$ cat src/shared/abs_pkg.sv
// shared constants and types for the avb byte stream port
package abs_pkg;
	localparam int ABS_DATA_W = 8;
	typedef logic [ABS_DATA_W-1:0] abs_byte_type;
	localparam abs_byte_type ABS_BYTE_RST = 8'h00;
	localparam int ABS_GIG_CLK_MHZ = 125;
	localparam int ABS_FAST_CLK_MHZ = 25;
	localparam int ABS_REF_CLK_MHZ = 25;
	localparam int ABS_FAST_CE_DIV = (ABS_REF_CLK_MHZ * 2) / ABS_FAST_CLK_MHZ;
	localparam int ABS_DIV_W = 2;
	localparam logic [ABS_DIV_W-1:0] ABS_DIV_RST = 2'h0;
	localparam logic [ABS_DIV_W-1:0] ABS_DIV_ONE = 2'h1;
	localparam logic [ABS_DIV_W-1:0] ABS_DIV_TERM = ABS_DIV_W'(ABS_FAST_CE_DIV - 1);
	typedef enum logic [1:0] {
		ABS_TX_IDLE = 2'b00,
		ABS_TX_WAIT = 2'b01,
		ABS_TX_RUN = 2'b10
	} abs_tx_state_type;
	typedef enum logic [2:0] {
		ABS_RX_IDLE = 3'b000,
		ABS_RX_BODY = 3'b001,
		ABS_RX_DROP = 3'b010,
		ABS_RX_VERDICT = 3'b011,
		ABS_RX_TAIL = 3'b100
	} abs_rx_state_type;
endpackage : abs_pkg

$ cat src/shared/abs_stream_if.sv
// byte stream link between the mac port and the framing logic
`timescale 1ns/1ns
interface abs_stream_if;
	import abs_pkg::*;
	logic tx_ce;
	abs_byte_type tx_tdata;
	logic tx_tvalid;
	logic tx_tready;
	logic tx_tlast;
	logic tx_tuser;
	logic rx_ce;
	abs_byte_type rx_tdata;
	logic rx_tvalid;
	logic rx_tlast;
	logic rx_tuser;
	modport dev (
		output tx_ce, tx_tready, rx_ce, rx_tdata, rx_tvalid, rx_tlast, rx_tuser,
		input tx_tdata, tx_tvalid, tx_tlast, tx_tuser
	);
	modport host (
		input tx_ce, tx_tready, rx_ce, rx_tdata, rx_tvalid, rx_tlast, rx_tuser,
		output tx_tdata, tx_tvalid, tx_tlast, tx_tuser
	);
endinterface : abs_stream_if

$ cat src/logic/abs_dev_end.sv
// mac end of the avb byte stream link
`timescale 1ns/1ns
module abs_dev_end (
	input wire logic ref_clk_i,
	input wire logic rst_n_i,
	abs_stream_if.dev link,
	input wire logic mac_up_i,
	input wire logic speed_gig_i,
	input wire logic mac_tx_started_i,
	output abs_pkg::abs_byte_type mac_tx_data_o,
	output logic mac_tx_valid_o,
	output logic mac_tx_first_o,
	output logic mac_tx_last_o,
	output logic mac_tx_err_o,
	input wire logic mac_rx_valid_i,
	input wire logic mac_rx_first_i,
	input wire logic mac_rx_last_i,
	input wire abs_pkg::abs_byte_type mac_rx_data_i,
	input wire logic mac_rx_pass_i,
	input wire logic mac_rx_good_i,
	input wire logic mac_rx_bad_i
);
	import abs_pkg::*;
	logic [ABS_DIV_W-1:0] tx_div_r;
	logic [ABS_DIV_W-1:0] rx_div_r;
	logic tx_ce_r;
	logic rx_ce_r;
	logic live_r;
	abs_tx_state_type tx_state_r;
	abs_tx_state_type tx_state_nxt;
	logic tx_ready;
	logic tx_take;
	logic tx_err_r;
	abs_rx_state_type rx_state_r;
	abs_rx_state_type rx_state_nxt;
	logic rx_byte;
	abs_byte_type hold_r;
	logic verdict_r;
	logic bad_r;
	logic verdict_in;
	logic tail_go;
	abs_byte_type rx_tdata_r;
	logic rx_tvalid_r;
	logic rx_tlast_r;
	logic rx_tuser_r;

	function automatic logic div_wrap(input logic [ABS_DIV_W-1:0] cnt);
		div_wrap = (cnt == ABS_DIV_TERM);
	endfunction : div_wrap

	always_ff @(posedge ref_clk_i) begin
		if (!rst_n_i) begin
			tx_div_r <= ABS_DIV_RST;
			tx_ce_r <= 1'b0;
		end else begin
			tx_div_r <= div_wrap(tx_div_r) ? ABS_DIV_RST : tx_div_r + ABS_DIV_ONE;
			tx_ce_r <= speed_gig_i | div_wrap(tx_div_r);
		end
	end

	always_ff @(posedge ref_clk_i) begin
		if (!rst_n_i) begin
			rx_div_r <= ABS_DIV_RST;
			rx_ce_r <= 1'b0;
		end else begin
			rx_div_r <= div_wrap(rx_div_r) ? ABS_DIV_RST : rx_div_r + ABS_DIV_ONE;
			rx_ce_r <= speed_gig_i | div_wrap(rx_div_r);
		end
	end

	assign link.tx_ce = tx_ce_r;
	assign link.rx_ce = rx_ce_r;

	always_ff @(posedge ref_clk_i) begin
		if (!rst_n_i) begin
			live_r <= 1'b0;
		end else begin
			live_r <= mac_up_i;
		end
	end

	always_comb begin
		tx_ready = 1'b0;
		case (tx_state_r)
			ABS_TX_IDLE: tx_ready = live_r & tx_ce_r;
			ABS_TX_RUN: tx_ready = tx_ce_r;
			default: tx_ready = 1'b0;
		endcase
	end
	assign link.tx_tready = tx_ready;
	assign tx_take = tx_ready & link.tx_tvalid;

	always_comb begin
		tx_state_nxt = tx_state_r;
		case (tx_state_r)
			ABS_TX_IDLE: begin
				if (tx_take) begin
					tx_state_nxt = link.tx_tlast ? ABS_TX_IDLE : ABS_TX_WAIT;
				end
			end
			ABS_TX_WAIT: begin
				if (mac_tx_started_i) begin
					tx_state_nxt = ABS_TX_RUN;
				end
			end
			ABS_TX_RUN: begin
				if (tx_take && link.tx_tlast) begin
					tx_state_nxt = ABS_TX_IDLE;
				end
			end
			default: tx_state_nxt = ABS_TX_IDLE;
		endcase
	end

	always_ff @(posedge ref_clk_i) begin
		if (!rst_n_i) begin
			tx_state_r <= ABS_TX_IDLE;
		end else begin
			tx_state_r <= tx_state_nxt;
		end
	end

	always_ff @(posedge ref_clk_i) begin
		if (!rst_n_i) begin
			tx_err_r <= 1'b0;
		end else if (tx_take) begin
			tx_err_r <= link.tx_tlast ? 1'b0 : (tx_err_r | link.tx_tuser);
		end
	end

	always_ff @(posedge ref_clk_i) begin
		if (!rst_n_i) begin
			mac_tx_data_o <= ABS_BYTE_RST;
			mac_tx_valid_o <= 1'b0;
			mac_tx_first_o <= 1'b0;
			mac_tx_last_o <= 1'b0;
			mac_tx_err_o <= 1'b0;
		end else begin
			mac_tx_valid_o <= tx_take;
			mac_tx_first_o <= tx_take & (tx_state_r == ABS_TX_IDLE);
			mac_tx_last_o <= tx_take & link.tx_tlast;
			mac_tx_err_o <= tx_take & (tx_err_r | link.tx_tuser);
			if (tx_take) begin
				mac_tx_data_o <= link.tx_tdata;
			end
		end
	end

	assign rx_byte = mac_rx_valid_i & rx_ce_r;
	assign verdict_in = mac_rx_good_i | mac_rx_bad_i;
	assign tail_go = (rx_state_r == ABS_RX_TAIL) & rx_ce_r;

	always_comb begin
		rx_state_nxt = rx_state_r;
		case (rx_state_r)
			ABS_RX_IDLE: begin
				if (rx_byte && mac_rx_first_i && live_r) begin
					if (mac_rx_pass_i) begin
						rx_state_nxt = mac_rx_last_i ? ABS_RX_VERDICT : ABS_RX_BODY;
					end else if (!mac_rx_last_i) begin
						rx_state_nxt = ABS_RX_DROP;
					end
				end
			end
			ABS_RX_BODY: begin
				if (rx_byte && mac_rx_last_i) begin
					rx_state_nxt = ABS_RX_VERDICT;
				end
			end
			ABS_RX_DROP: begin
				if (rx_byte && mac_rx_last_i) begin
					rx_state_nxt = ABS_RX_IDLE;
				end
			end
			ABS_RX_VERDICT: begin
				if (verdict_r) begin
					rx_state_nxt = ABS_RX_TAIL;
				end
			end
			ABS_RX_TAIL: begin
				if (rx_ce_r) begin
					rx_state_nxt = ABS_RX_IDLE;
				end
			end
			default: rx_state_nxt = ABS_RX_IDLE;
		endcase
	end

	always_ff @(posedge ref_clk_i) begin
		if (!rst_n_i) begin
			rx_state_r <= ABS_RX_IDLE;
		end else begin
			rx_state_r <= rx_state_nxt;
		end
	end

	// one byte held back behind the mac
	always_ff @(posedge ref_clk_i) begin
		if (!rst_n_i) begin
			hold_r <= ABS_BYTE_RST;
		end else if (rx_byte && (rx_state_r == ABS_RX_IDLE || rx_state_r == ABS_RX_BODY)) begin
			hold_r <= mac_rx_data_i;
		end
	end

	// verdict capture, a new verdict beats the clear
	always_ff @(posedge ref_clk_i) begin
		if (!rst_n_i) begin
			verdict_r <= 1'b0;
			bad_r <= 1'b0;
		end else if (verdict_in) begin
			verdict_r <= 1'b1;
			bad_r <= mac_rx_bad_i;
		end else if (tail_go || (rx_byte && mac_rx_first_i && rx_state_r == ABS_RX_IDLE)) begin
			verdict_r <= 1'b0;
			bad_r <= 1'b0;
		end
	end

	always_ff @(posedge ref_clk_i) begin
		if (!rst_n_i) begin
			rx_tdata_r <= ABS_BYTE_RST;
			rx_tvalid_r <= 1'b0;
			rx_tlast_r <= 1'b0;
			rx_tuser_r <= 1'b0;
		end else begin
			rx_tvalid_r <= (rx_byte & (rx_state_r == ABS_RX_BODY)) | tail_go;
			rx_tlast_r <= tail_go;
			rx_tuser_r <= tail_go & bad_r;
			if ((rx_byte && rx_state_r == ABS_RX_BODY) || tail_go) begin
				rx_tdata_r <= hold_r;
			end
		end
	end

	assign link.rx_tdata = rx_tdata_r;
	assign link.rx_tvalid = rx_tvalid_r;
	assign link.rx_tlast = rx_tlast_r;
	assign link.rx_tuser = rx_tuser_r;
endmodule : abs_dev_end

$ cat src/flat_wrapper.sv
// flat-port wrapper written by rule: the top's interface ports become plain ports
module abs_dev_end_flat import abs_pkg::*;
  (ref_clk_i, rst_n_i, mac_up_i, speed_gig_i, mac_tx_started_i, mac_tx_data_o, mac_tx_valid_o, mac_tx_first_o, mac_tx_last_o, mac_tx_err_o, mac_rx_valid_i, mac_rx_first_i, mac_rx_last_i, mac_rx_data_i, mac_rx_pass_i, mac_rx_good_i, mac_rx_bad_i, link_tx_ce, link_tx_tready, link_rx_ce, link_rx_tdata, link_rx_tvalid, link_rx_tlast, link_rx_tuser, link_tx_tdata, link_tx_tvalid, link_tx_tlast, link_tx_tuser);
  abs_stream_if link_i ();
  input wire logic ref_clk_i;
  input wire logic rst_n_i;
  input wire logic mac_up_i;
  input wire logic speed_gig_i;
  input wire logic mac_tx_started_i;
  output abs_pkg::abs_byte_type mac_tx_data_o;
  output logic mac_tx_valid_o;
  output logic mac_tx_first_o;
  output logic mac_tx_last_o;
  output logic mac_tx_err_o;
  input wire logic mac_rx_valid_i;
  input wire logic mac_rx_first_i;
  input wire logic mac_rx_last_i;
  input wire abs_pkg::abs_byte_type mac_rx_data_i;
  input wire logic mac_rx_pass_i;
  input wire logic mac_rx_good_i;
  input wire logic mac_rx_bad_i;
  output wire logic [$bits(link_i.tx_ce)-1:0] link_tx_ce;
  output wire logic [$bits(link_i.tx_tready)-1:0] link_tx_tready;
  output wire logic [$bits(link_i.rx_ce)-1:0] link_rx_ce;
  output wire logic [$bits(link_i.rx_tdata)-1:0] link_rx_tdata;
  output wire logic [$bits(link_i.rx_tvalid)-1:0] link_rx_tvalid;
  output wire logic [$bits(link_i.rx_tlast)-1:0] link_rx_tlast;
  output wire logic [$bits(link_i.rx_tuser)-1:0] link_rx_tuser;
  input wire logic [$bits(link_i.tx_tdata)-1:0] link_tx_tdata;
  input wire logic [$bits(link_i.tx_tvalid)-1:0] link_tx_tvalid;
  input wire logic [$bits(link_i.tx_tlast)-1:0] link_tx_tlast;
  input wire logic [$bits(link_i.tx_tuser)-1:0] link_tx_tuser;
  assign link_tx_ce = link_i.tx_ce;
  assign link_tx_tready = link_i.tx_tready;
  assign link_rx_ce = link_i.rx_ce;
  assign link_rx_tdata = link_i.rx_tdata;
  assign link_rx_tvalid = link_i.rx_tvalid;
  assign link_rx_tlast = link_i.rx_tlast;
  assign link_rx_tuser = link_i.rx_tuser;
  assign link_i.tx_tdata = link_tx_tdata;
  assign link_i.tx_tvalid = link_tx_tvalid;
  assign link_i.tx_tlast = link_tx_tlast;
  assign link_i.tx_tuser = link_tx_tuser;
  abs_dev_end u_core (.ref_clk_i(ref_clk_i), .rst_n_i(rst_n_i), .link(link_i), .mac_up_i(mac_up_i), .speed_gig_i(speed_gig_i), .mac_tx_started_i(mac_tx_started_i), .mac_tx_data_o(mac_tx_data_o), .mac_tx_valid_o(mac_tx_valid_o), .mac_tx_first_o(mac_tx_first_o), .mac_tx_last_o(mac_tx_last_o), .mac_tx_err_o(mac_tx_err_o), .mac_rx_valid_i(mac_rx_valid_i), .mac_rx_first_i(mac_rx_first_i), .mac_rx_last_i(mac_rx_last_i), .mac_rx_data_i(mac_rx_data_i), .mac_rx_pass_i(mac_rx_pass_i), .mac_rx_good_i(mac_rx_good_i), .mac_rx_bad_i(mac_rx_bad_i));
endmodule
$ cat config.mk
export PLATFORM = sky130hd
export DESIGN_NAME = abs_dev_end_flat
export DESIGN_NICKNAME = d
export VERILOG_FILES = /design/src/shared/abs_pkg.sv /design/src/shared/abs_stream_if.sv /design/src/logic/abs_dev_end.sv /design/src/flat_wrapper.sv
export SDC_FILE = /design/constraint.sdc
export NUM_CORES = 1
export LEC_CHECK = 0
export CAP_MARGIN = 10
export CORE_MARGIN = 3
export CORE_UTILIZATION = 45
export CTS_CLUSTER_SIZE = 10
export DETAILED_ROUTE_END_ITERATION = 8
export DONT_BUFFER_PORTS = 1
export GPL_TIMING_DRIVEN = 0
export PLACE_DENSITY = 0.59
export SYNTH_ARGS = -nofsm -noshare
export SYNTH_HDL_FRONTEND = slang
export SYNTH_SLANG_ARGS = --single-unit
export TNS_END_PERCENT = 10
$ cat constraint.sdc
create_clock -name ref_clk_i -period 1.3 [get_ports ref_clk_i]
set_clock_uncertainty 0.1 [all_clocks]
set_input_delay 0.13 -clock ref_clk_i [delete_from_list [all_inputs] [get_ports ref_clk_i]]
set_output_delay 0.13 -clock ref_clk_i [all_outputs]
set_load 0.01 [all_outputs]
==> results of run 1 <==
[layer usage]
metal / up-vias / GRT usage, % / share of wire (%)
met5: - / 0 / 0
met4: 0 / 7.44 / 1.3
met3: 6 / 8.05 / 6.6
met2: 39 / 33.3 / 52
met1: 628 / 18.1 / 40
li1: 663 / - / -
[final cells by class]
cell class,instances,area [µm²],share of cell area (%)
Inverter,7,26.3,1.14
Sequential cell,46,936,40.4
Clock buffer,6,82.6,3.57
Multi-Input combinational cell,110,786,33.9
Timing Repair Buffer,37,374,16.2
Tap cell,46,57.6,2.49
Buffer,7,52.6,2.27
[worst max-delay path: stages, from the launching register on]
cell,delay (ns)
dfxtp_4,0.35
nand3b_1,0.21
a21oi_4,0.22
buf_12,0.14
buf_8,0.11
mux2i_1,0.18
nor2_1,0.05
[layout by cell type (no fill, tap or decap), types with 3 or more instances in the layout]
cell type / Yosys / final
nor2_1: 40 / 38
buf_4: 1 / 9
dfxtp_2: 0 / 6
dfxtp_1: 46 / 38
a21oi_1: 4 / 4
buf_6: 0 / 3
dlygate4sd3_1: 0 / 24
inv_1: 7 / 7
nand2b_1: 5 / 3
clkbuf_8: 0 / 6
clkbuf_1: 4 / 4
and2_1: 3 / 3
mux2i_1: 24 / 24
[logic make-up after synthesis]
kind of cell	after synthesis	synth area share, %
flops	46	52.9
buf+inv	16	3.95
mux	24	13.8
fa+ha+maj	2	1.44
simple gates	67	19.4
xor+xnor	1	0.503
compound gates	16	7.98
[flip-flops by register name (all words and copies together), names as in the netlist, 2 cells and up]
register and flops:
u_core.hold_r 8, u_core.link.rx_tdata 8, u_core.mac_tx_data_o 8, u_core.tx_state_r 2, u_core.tx_div_r 2, u_core.rx_div_r 2
u_core.rx_state_r 3
[power breakdown]
part | switching [µW] | internal, µW
logic | 112 | 144
clock network | 416 | 410
registers | 35.2 | 1460
total | 563 | 2010
[repair_timing]
item / CTS / global route
hold endpoints to repair: 26 / 0
cloned: 0 / 0
hold buffers: 24 / 0
pin swaps: 7 / 5
endpoints found under the setup margin: 33 / 36
buffers inserted: 7 / 6
resized for setup: 10 / 15
[worst paths after layout]
check / from / to / slack [ns] / depth (start not counted)
max: u_core.rx_state_r[2] / u_core.link.rx_tdata[4] / -0.19 / 6
min: link_tx_tlast / u_core.tx_state_r[1] / 0.03 / 3
max reg2reg: u_core.rx_state_r[2] / u_core.link.rx_tdata[4] / -0.19 / 6
min reg2reg: u_core.tx_div_r[0] / u_core.tx_div_r[0] / 0.32 / 1
[per-stage QoR]
step           worst slack, ns  setup TNS (ns)  utilization, %  hold WS [ns]  power [µW]
3_5_place_dp            -0.318           -6.80            51.7         0.132        1690
4_1_cts                 -0.153           -2.63            63.8        0.0173        2590
6_report                -0.191           -2.82            65.7        0.0345        2570
2_1_floorplan           -0.109           -1.75               -         0.127        1650
5_1_grt                 -0.211           -4.63            65.7        0.0307        2720
3_3_place_gp            -0.255           -5.72            51.7         0.130        1680
==> results.tsv, run 1 <==
stage	metric	value	unit
floorplanning	Rows	21	
synth	top cells by count, synth	46 x dfxtp_1, 40 x nor2_1, 24 x mux2i_1	
global_routing	GRT Util Overall	18.4	%
synth	Synth Warn #	0	
cells_and_area	design area	0.00231	mm²
floorplanning	Die Ht	68.2	µm
cells_and_area	Layout fillers	295	
run_status	status	finished with violations	
sta	Tcrit/Tclk final	115	%
sta	Max Freq	0.670	GHz
clock_network	clock slew at reported path FFs	0.08	ns
cells_and_area	Layout Nets	246	
sta	# setup viols final	29	
floorplanning	Die W	68.2	µm
drt	vias per std cell	5.16	
sta	RSZ-0062 raised after global routing	yes	
hold_path	HP Class	primary input to register	
synth	Mapped Area	0.00174	mm²
clock_network	clock buffer depth	2	
power	Max VDD drop	0.605	mV
synth	top cells by area, synth	dfxtp_1 53%, mux2i_1 14%, nor2_1 8.6%	
flow_run	max-cap check violation count	0	
clock_network	CTS tree	yes	
placed_design	I/O Buffers	0	
placed_design	Placer Congestion	0.766	
synth	count leader, synth	dfxtp_1	
sta	Worst Tran Pin Value	0.533	ns
synth	leading area contributor after synthesis	dfxtp_1	
synth	Yosys top cell area share	52.9	%
synth	Post-synth ARST share	0	%
clock_network	clk_lat worst skew	0.29	ns
floorplanning	die area	0.00465	mm²
synth	Post-synth EDFFs	0	
synth	Avg Cell Area, Syn	10.1	µm²
cells_and_area	layout cells sized above 1	19.7	%
cells_and_area	P&R area growth vs syn	33.0	%
floorplanning	IO Pins	56	
worst_setup_path	Setup crit start kind	register	
sta	Final Max Slew Viols	0	
drt	DRC viols	0	
global_routing	global route overflow	0	
drt	TritonRoute pass-1 iters	3	
worst_setup_path	Worst EP required	1.36	ns
clock_network	total CTS buffers	5	
clock_network	H-Tree Depth	2	
drt	initial DRC count	72	
drt	routed wire length	3860	µm
worst_setup_path	WS Path Type	register to register	
drt	Via Count	1336	
synth	FF+latch count, synth	46	
clock_network	clk sink count	46	
worst_setup_path	Worst setup EP type	register	
sta	Final Hold Vio Count	0	
sta	Final WS setup	-0.191	ns
synth	register area share after synthesis	52.9	%
synth	Post-Synthesis Cells	172	
sta	Max-slew headroom	64.5	%
global_routing	largest net degree at the start of global routing	13	
placed_design	post-DP HPWL	2520	µm
sta	min Tclk post-route	1.49	ns
drt	Final ANT Viol Nets	0	
clock_network	CTS root buf	clkbuf_8	
drt	drt wl/cell	14.9	µm
synth	Most used DFF post-synth	dfxtp_1	
global_routing	first-pass GRT wire length	6240	µm
synth	Netlist cell types	36	
synth	syn_nets	204	
placed_design	Inst Count DP	218	
global_routing	initial antenna violation count	0	
worst_setup_path	maximum fanout along the worst path	6	
worst_setup_path	Critical Path AT	1.56	ns
floorplanning	Starting Density	49.4	%
cells_and_area	final std cells w/o fill	259	
power	Static Leakage	0.000881	µW
placed_design	Post-DP Area	0.00182	mm²
run_status	failing checks	setup timing	
cells_and_area	n_diodes	0	
power	Pwr per Cell Area	1110	mW/mm²
floorplanning	Core Area	0.00352	mm²
global_routing	vias in the first global route	1395	
(Power assumes the default switching activity.)
==> run 2, diff against run 1 <==
--- a/config.mk
+++ b/config.mk
@@ -12,7 +12,7 @@
 export DETAILED_ROUTE_END_ITERATION = 8
 export DONT_BUFFER_PORTS = 1
 export GPL_TIMING_DRIVEN = 0
-export PLACE_DENSITY = 0.59
+export PLACE_DENSITY = 0.57
 export SYNTH_ARGS = -nofsm -noshare
 export SYNTH_HDL_FRONTEND = slang
 export SYNTH_SLANG_ARGS = --single-unit
==> constraint.sdc (replaced) <==
create_clock -name ref_clk_i -period 1.6 [get_ports ref_clk_i]
set_clock_uncertainty 0.1 [all_clocks]
set_input_delay 0.16 -clock ref_clk_i [delete_from_list [all_inputs] [get_ports ref_clk_i]]
set_output_delay 0.16 -clock ref_clk_i [all_outputs]
set_load 0.01 [all_outputs]
==> run 2 against run 1 <==
Effect of this change:
- first-iteration DRC count rose by 5.6%
- clock-buffer cell count unchanged
- wire length is 7.7% lower
- setup slack improved by 0.28 ns
- the run now ends clean
- worst hold slack improved by 0.020 ns
- register-to-register slack better by 0.28 ns
- fmax decreased by 1.5%
- critical path depth is the same
==> results.tsv, run 2 (same netlist as run 1, synthesis figures left out) <==
stage	metric	value	unit
sta	Final Hold Vio Count	0	
clock_network	clock buffer depth	2	
worst_setup_path	Critical Path AT	1.57	ns
drt	vias per std cell	5.18	
hold_path	hold depth	3	
sta	RSZ-0062 raised after global routing	yes	
worst_setup_path	Worst EP required	1.65	ns
drt	metal3 WL	294	µm
hold_path	HP Class	primary input to register	
clock_network	clk_lat worst skew	0.29	ns
power	Static Leakage	0.000807	µW
clock_network	CTS root buf	clkbuf_8	
cells_and_area	design area	0.00216	mm²
global_routing	GRT Util Overall	16.8	%
floorplanning	Die W	68.2	µm
sta	Tcrit/Tclk final	94.7	%
power	post-layout power	2050	µW
floorplanning	Rows	21	
drt	max layer used	met4	
cells_and_area	layout cells sized above 1	9.71	%
cells_and_area	final std cells w/o fill	252	
cells_and_area	Layout Nets	238	
drt	met1 WL	1420	µm
worst_setup_path	Setup crit start kind	register	
hold_path	hold path endpoint	u_core.tx_state_r[1]	
worst_setup_path	reg-to-reg critical path startpoint	u_core.rx_state_r[2]	
placed_design	post-DP HPWL	2480	µm
floorplanning	Starting Density	49.4	%
worst_setup_path	Worst R2R Path Depth	6	
floorplanning	Die Ht	68.2	µm
placed_design	I/O Buffers	0	
worst_setup_path	slowest cell on the critical path	dfxtp_1	
power	Max VDD drop	0.562	mV
worst_setup_path	maximum fanout along the worst path	9	
sta	Max Freq	0.660	GHz
drt	DRC viols	0	
clock_network	H-Tree Depth	2	
hold_path	HP Start	link_tx_tlast	
floorplanning	Core Area	0.00352	mm²
clock_network	CTS tree	yes	
sta	Worst Tran Pin Value	0.517	ns
drt	initial DRC count	76	
run_status	status	finished, final reports clean	
worst_setup_path	R2R setup slack	0.09	ns
placed_design	Placer Congestion	0.792	
global_routing	first-pass GRT wire length	5780	µm
sta	Final Max Slew Viols	0	
flow_run	max-cap check violation count	0	
floorplanning	die area	0.00465	mm²
clock_network	clk sink count	46	
global_routing	initial antenna violation count	0	
placed_design	Inst Count DP	218	
sta	Max-slew headroom	65.5	%
sta	min Tclk post-route	1.51	ns
placed_design	Post-DP Area	0.00180	mm²
floorplanning	IO Pins	56	
sta	# setup viols final	0	
global_routing	largest net degree at the start of global routing	14	
drt	Via Count	1305	
drt	TritonRoute pass-1 iters	4	
clock_network	total CTS buffers	5	
drt	drt wl/cell	14.1	µm
worst_setup_path	Reg2Reg Capture Point	u_core.link.rx_tdata[6]	
power	Pwr per Cell Area	948	mW/mm²
global_routing	vias in the first global route	1292	
cells_and_area	most frequent cells in the layout	45 x dfxtp_1, 40 x nor2_1, 24 x mux2i_1, 24 x dlygate4sd3_1, 7 x inv_1	
drt	routed wire length	3560	µm
cells_and_area	P&R area growth vs syn	23.9	%
drt	met2 WL	1840	µm
worst_setup_path	Worst setup EP type	register	
worst_setup_path	WS Path Type	register to register	
cells_and_area	n_diodes	0	
worst_setup_path	CP Cell Sequence	buf_2 > nand3b_1 > a21oi_4 > buf_12 > mux2i_1 > nor2_1	
clock_network	clock slew at reported path FFs	0.08	ns
global_routing	global route overflow	0	
cells_and_area	commonest non-fill, non-tap cell in the layout	dfxtp_1	
worst_setup_path	max incr delay on CP	0.30	ns
drt	Final ANT Viol Nets	0	
run 2: cell types whose count changed in the layout (fill, tap and decap cells not counted), sizes merged:
cell and delta:
clkinvlp +1, buf -8
run 2: cell type report:
cell class	instances	area, µm²
fillers	304	1360
flip-flops and latches	46	922
multi-input cells	110	751
repair buffers	27	275
clock buffers	6	72.6
well taps	46	57.6
plain buffers	9	45.0
inverters	7	26.3
clock inverters	1	7.51
run 2: how the worst max path moves through the flow:
stage,startpoint,end,slack [ns],depth (start not counted)
floorplan,u_core.link.rx_ce,u_core.hold_r[0],0.15,5
global placement,u_core.link.rx_ce,u_core.hold_r[1],-0.08,5
detailed placement,u_core.link.rx_ce,u_core.hold_r[4],-0.10,5
CTS,u_core.rx_state_r[2],u_core.link.rx_tdata[6],-0.02,5
global route,u_core.rx_state_r[1],u_core.rx_state_r[0],-0.004,5
finish,u_core.rx_state_r[2],u_core.link.rx_tdata[6],0.09,6
run 2: power breakdown:
group	internal, µW	switching, µW	total [µW]
clock	300	355	655
sequential	1180	26.4	1210
combinational	98.6	82.1	181
total	1580	464	2050
run 2: layer usage:
| metal | GRT usage, % | up-vias |
|---|---|---|
| li1 | - | 646 |
| met1 | 18.7 | 605 |
| met2 | 29.6 | 52 |
| met3 | 6.24 | 2 |
| met4 | 5.21 | 0 |
| met5 | 0 | - |
run 2: timing repair:
| action | in CTS | in global routing |
|---|---|---|
| setup buffers | 2 | 1 |
| pin swaps | 1 | 1 |
| hold buffers | 24 | 0 |
| gates resized for setup | 1 | 1 |
| endpoints found under the setup margin | 13 | 15 |
| hold endpoints to repair | 26 | 0 |
run 2: critical path, delay by kind of cell, from the launching register on:
kind | cells | cell delay [ns]
AO/OA/AOI/OAI | 1 | 0.19
buffers and inverters | 2 | 0.32
flip-flops | 1 | 0.30
multiplexers | 1 | 0.18
AND/OR/NAND/NOR | 2 | 0.29
run 2: stage by stage:
step / setup slack [ns] / hold slack [ns] / util [%] / setup TNS (ns)
2_1_floorplan: 0.149 / 0.157 / - / 0
4_1_cts: -0.0174 / 0.0426 / 60.7 / -0.0174
5_1_grt: -0.00379 / 0.0847 / 61.3 / -0.00379
3_5_place_dp: -0.103 / 0.165 / 51.1 / -0.725
3_3_place_gp: -0.0786 / 0.161 / 51.1 / -0.572
6_report: 0.0852 / 0.0549 / 61.3 / 0
==> run 3, diff against run 2 <==
--- a/config.mk
+++ b/config.mk
@@ -12,7 +12,7 @@
 export DETAILED_ROUTE_END_ITERATION = 8
 export DONT_BUFFER_PORTS = 1
 export GPL_TIMING_DRIVEN = 0
-export PLACE_DENSITY = 0.57
+export PLACE_DENSITY = 0.59
 export SYNTH_ARGS = -nofsm -noshare
 export SYNTH_HDL_FRONTEND = slang
 export SYNTH_SLANG_ARGS = --single-unit
==> constraint.sdc (replaced) <==
create_clock -name ref_clk_i -period 1.2 [get_ports ref_clk_i]
set_clock_uncertainty 0.1 [all_clocks]
set_input_delay 0.12 -clock ref_clk_i [delete_from_list [all_inputs] [get_ports ref_clk_i]]
set_output_delay 0.12 -clock ref_clk_i [all_outputs]
set_load 0.01 [all_outputs]
==> run 3 against run 2 <==
Effect of this change:
- the run now ends with setup timing left
- cell count increased by 3.6%
- non-clock buffer count increased by 8
- worst hold slack got worse by 0.044 ns
- sequential share of layout area decreased by 3.5 points
- fmax increased by 5.0%
- final area increased by 11%
- via count increased by 3.1%
- largest cell class unchanged
==> results.tsv, run 3 (same netlist as run 1, synthesis figures left out) <==
stage	metric	value	unit
clock_network	clock slew at reported path FFs	0.08	ns
cells_and_area	Layout fillers	278	
clock_network	H-Tree Depth	2	
drt	Final ANT Viol Nets	0	
power	Pwr per Cell Area	1260	mW/mm²
sta	# setup viols final	34	
worst_setup_path	Critical Path AT	1.51	ns
sta	Worst Tran Pin Value	0.550	ns
global_routing	global route overflow	0	
placed_design	I/O Buffers	0	
power	Max VDD drop	0.805	mV
global_routing	busiest grt layer	met2	
clock_network	clock buffer depth	2	
sta	Final Hold Vio Count	0	
sta	Final Hold Slack	0.0112	ns
sta	Max-slew headroom	63.4	%
floorplanning	IO Pins	56	
worst_setup_path	Worst setup EP type	register	
cells_and_area	commonest non-fill, non-tap cell in the layout	dfxtp_1	
drt	Via Count	1346	
run_status	failing checks	setup timing	
worst_setup_path	critical path's top delay family	simple AND/OR/NAND/NOR gates	
drt	TritonRoute pass-1 iters	4	
clock_network	CTS root buf	clkbuf_8	
placed_design	Placer Congestion	0.749	
worst_setup_path	max incr delay on CP	0.37	ns
global_routing	first-pass GRT wire length	6310	µm
sta	Max Freq	0.693	GHz
sta	Final Max Slew Viols	0	
cells_and_area	Layout Nets	246	
global_routing	vias in the first global route	1363	
clock_network	clk_lat worst skew	0.29	ns
clock_network	CTS tree	yes	
flow_run	max-cap check violation count	0	
drt	vias per std cell	5.16	
global_routing	grt met3 use	5.58	%
sta	Tcrit/Tclk final	120	%
cells_and_area	layout cells sized above 1	23.7	%
cells_and_area	n_diodes	0	
worst_setup_path	Setup crit start kind	register	
worst_setup_path	Worst EP required	1.27	ns
global_routing	GRT Util Overall	18.9	%
cells_and_area	most frequent cells in the layout	38 x dfxtp_1, 36 x nor2_1, 24 x mux2i_1, 24 x dlygate4sd3_1, 10 x buf_4	
global_routing	met1 usage in global routing	20.2	%
floorplanning	Die W	68.2	µm
worst_setup_path	maximum fanout along the worst path	5	
hold_path	HP Class	primary input to register	
worst_setup_path	R2R setup slack	-0.24	ns
drt	DRC viols	0	
run_status	status	finished with violations	
power	Static Leakage	0.000913	µW
floorplanning	Starting Density	49.4	%
sta	setup TNS	-4.68	ns
cells_and_area	P&R area growth vs syn	37.3	%
floorplanning	die area	0.00465	mm²
global_routing	largest net degree at the start of global routing	15	
clock_network	total CTS buffers	5	
floorplanning	Rows	21	
sta	Final WS setup	-0.242	ns
worst_setup_path	worst path bufs/invs	1	
drt	drt wl/cell	15.5	µm
floorplanning	Die Ht	68.2	µm
worst_setup_path	slowest cell on the critical path	dfxtp_2	
floorplanning	Core Area	0.00352	mm²
clock_network	clk sink count	46	
worst_setup_path	CP Cell Sequence	nor2_4 > and4bb_4 > buf_16 > mux2i_1 > nor2_1	
global_routing	initial antenna violation count	0	
sta	min Tclk post-route	1.44	ns
sta	RSZ-0062 raised after global routing	yes	
drt	routed wire length	4040	µm
drt	initial DRC count	61	
placed_design	post-DP HPWL	2460	µm
global_routing	grt met2 use	34.4	%
worst_setup_path	WS Path Type	register to register	
==> run 3: changes by cell type in the layout (fill, tap and decap cells not counted), sizes merged <==
cell and change:
buf +8, bufinv +1, clkbuf -1, clkinv +2, clkinvlp -1
==> run 3: timing repair <==
action / CTS / global route
setup buffers: 13 / 1
endpoints found under the hold margin: 26 / 0
gates cloned: 2 / 0
endpoints found under the setup margin: 36 / 37
hold buffers: 24 / 0
gates resized for setup: 26 / 9
pin swaps: 13 / 6
==> run 3: path summary, 6_finish.rpt <==
check                       start                      end  cells past startpoint
max          u_core.tx_state_r[1]  u_core.mac_tx_data_o[1]                      5
min                 link_tx_tlast     u_core.tx_state_r[1]                      3
max reg2reg  u_core.tx_state_r[1]  u_core.mac_tx_data_o[1]                      5
min reg2reg    u_core.rx_div_r[0]       u_core.rx_div_r[0]                      1
==> run 3: final cells by class <==
type	count	area (µm²)	area share, %
Tap cell	46	57.6	2.41
Inverter	7	26.3	1.10
Clock inverter	3	40.0	1.68
Sequential cell	46	938	39.3
Timing Repair Buffer	38	385	16.1
Buffer	6	41.3	1.73
Multi-Input combinational cell	110	832	34.8
Clock buffer	5	68.8	2.88
==> run 3: per-stage QoR <==
step / setup slack [ns] / cell area [µm²] / std cells / utilization [%] / power [µW]
after CTS: -0.212 / 2400 / 263 / 68.3 / 3030
after global routing: -0.302 / 2390 / 261 / 67.9 / 3140
after floorplan: -0.209 / 1760 / 172 / - / 1790
after global placement: -0.360 / 1820 / 218 / 51.7 / 1820
after detailed placement: -0.393 / 1820 / 218 / 51.7 / 1830
final: -0.242 / 2390 / 261 / 67.9 / 3000
==> run 3: worst min-delay path: stages <==
cell      delay, ns
a311oi_1       0.07
a31oi_1        0.14
nor2_1         0.05
==> run 3: per-layer routing <==
| layer | wire length, µm | share of wire [%] | vias up |
|---|---|---|---|
| li1 | - | - | 667 |
| met1 | 1530 | 38 | 631 |
| met2 | 2200 | 55 | 44 |
| met3 | 251 | 6.2 | 4 |
| met4 | 52 | 1.3 | 0 |
| met5 | 0 | 0 | - |
==> run 3: power by group <==
part / internal (µW) / total [µW] / switching, µW
combinational: 158 / 284 / 126
sequential: 1580 / 1620 / 39.7
clock: 613 / 1100 / 488
total: 2350 / 3000 / 653
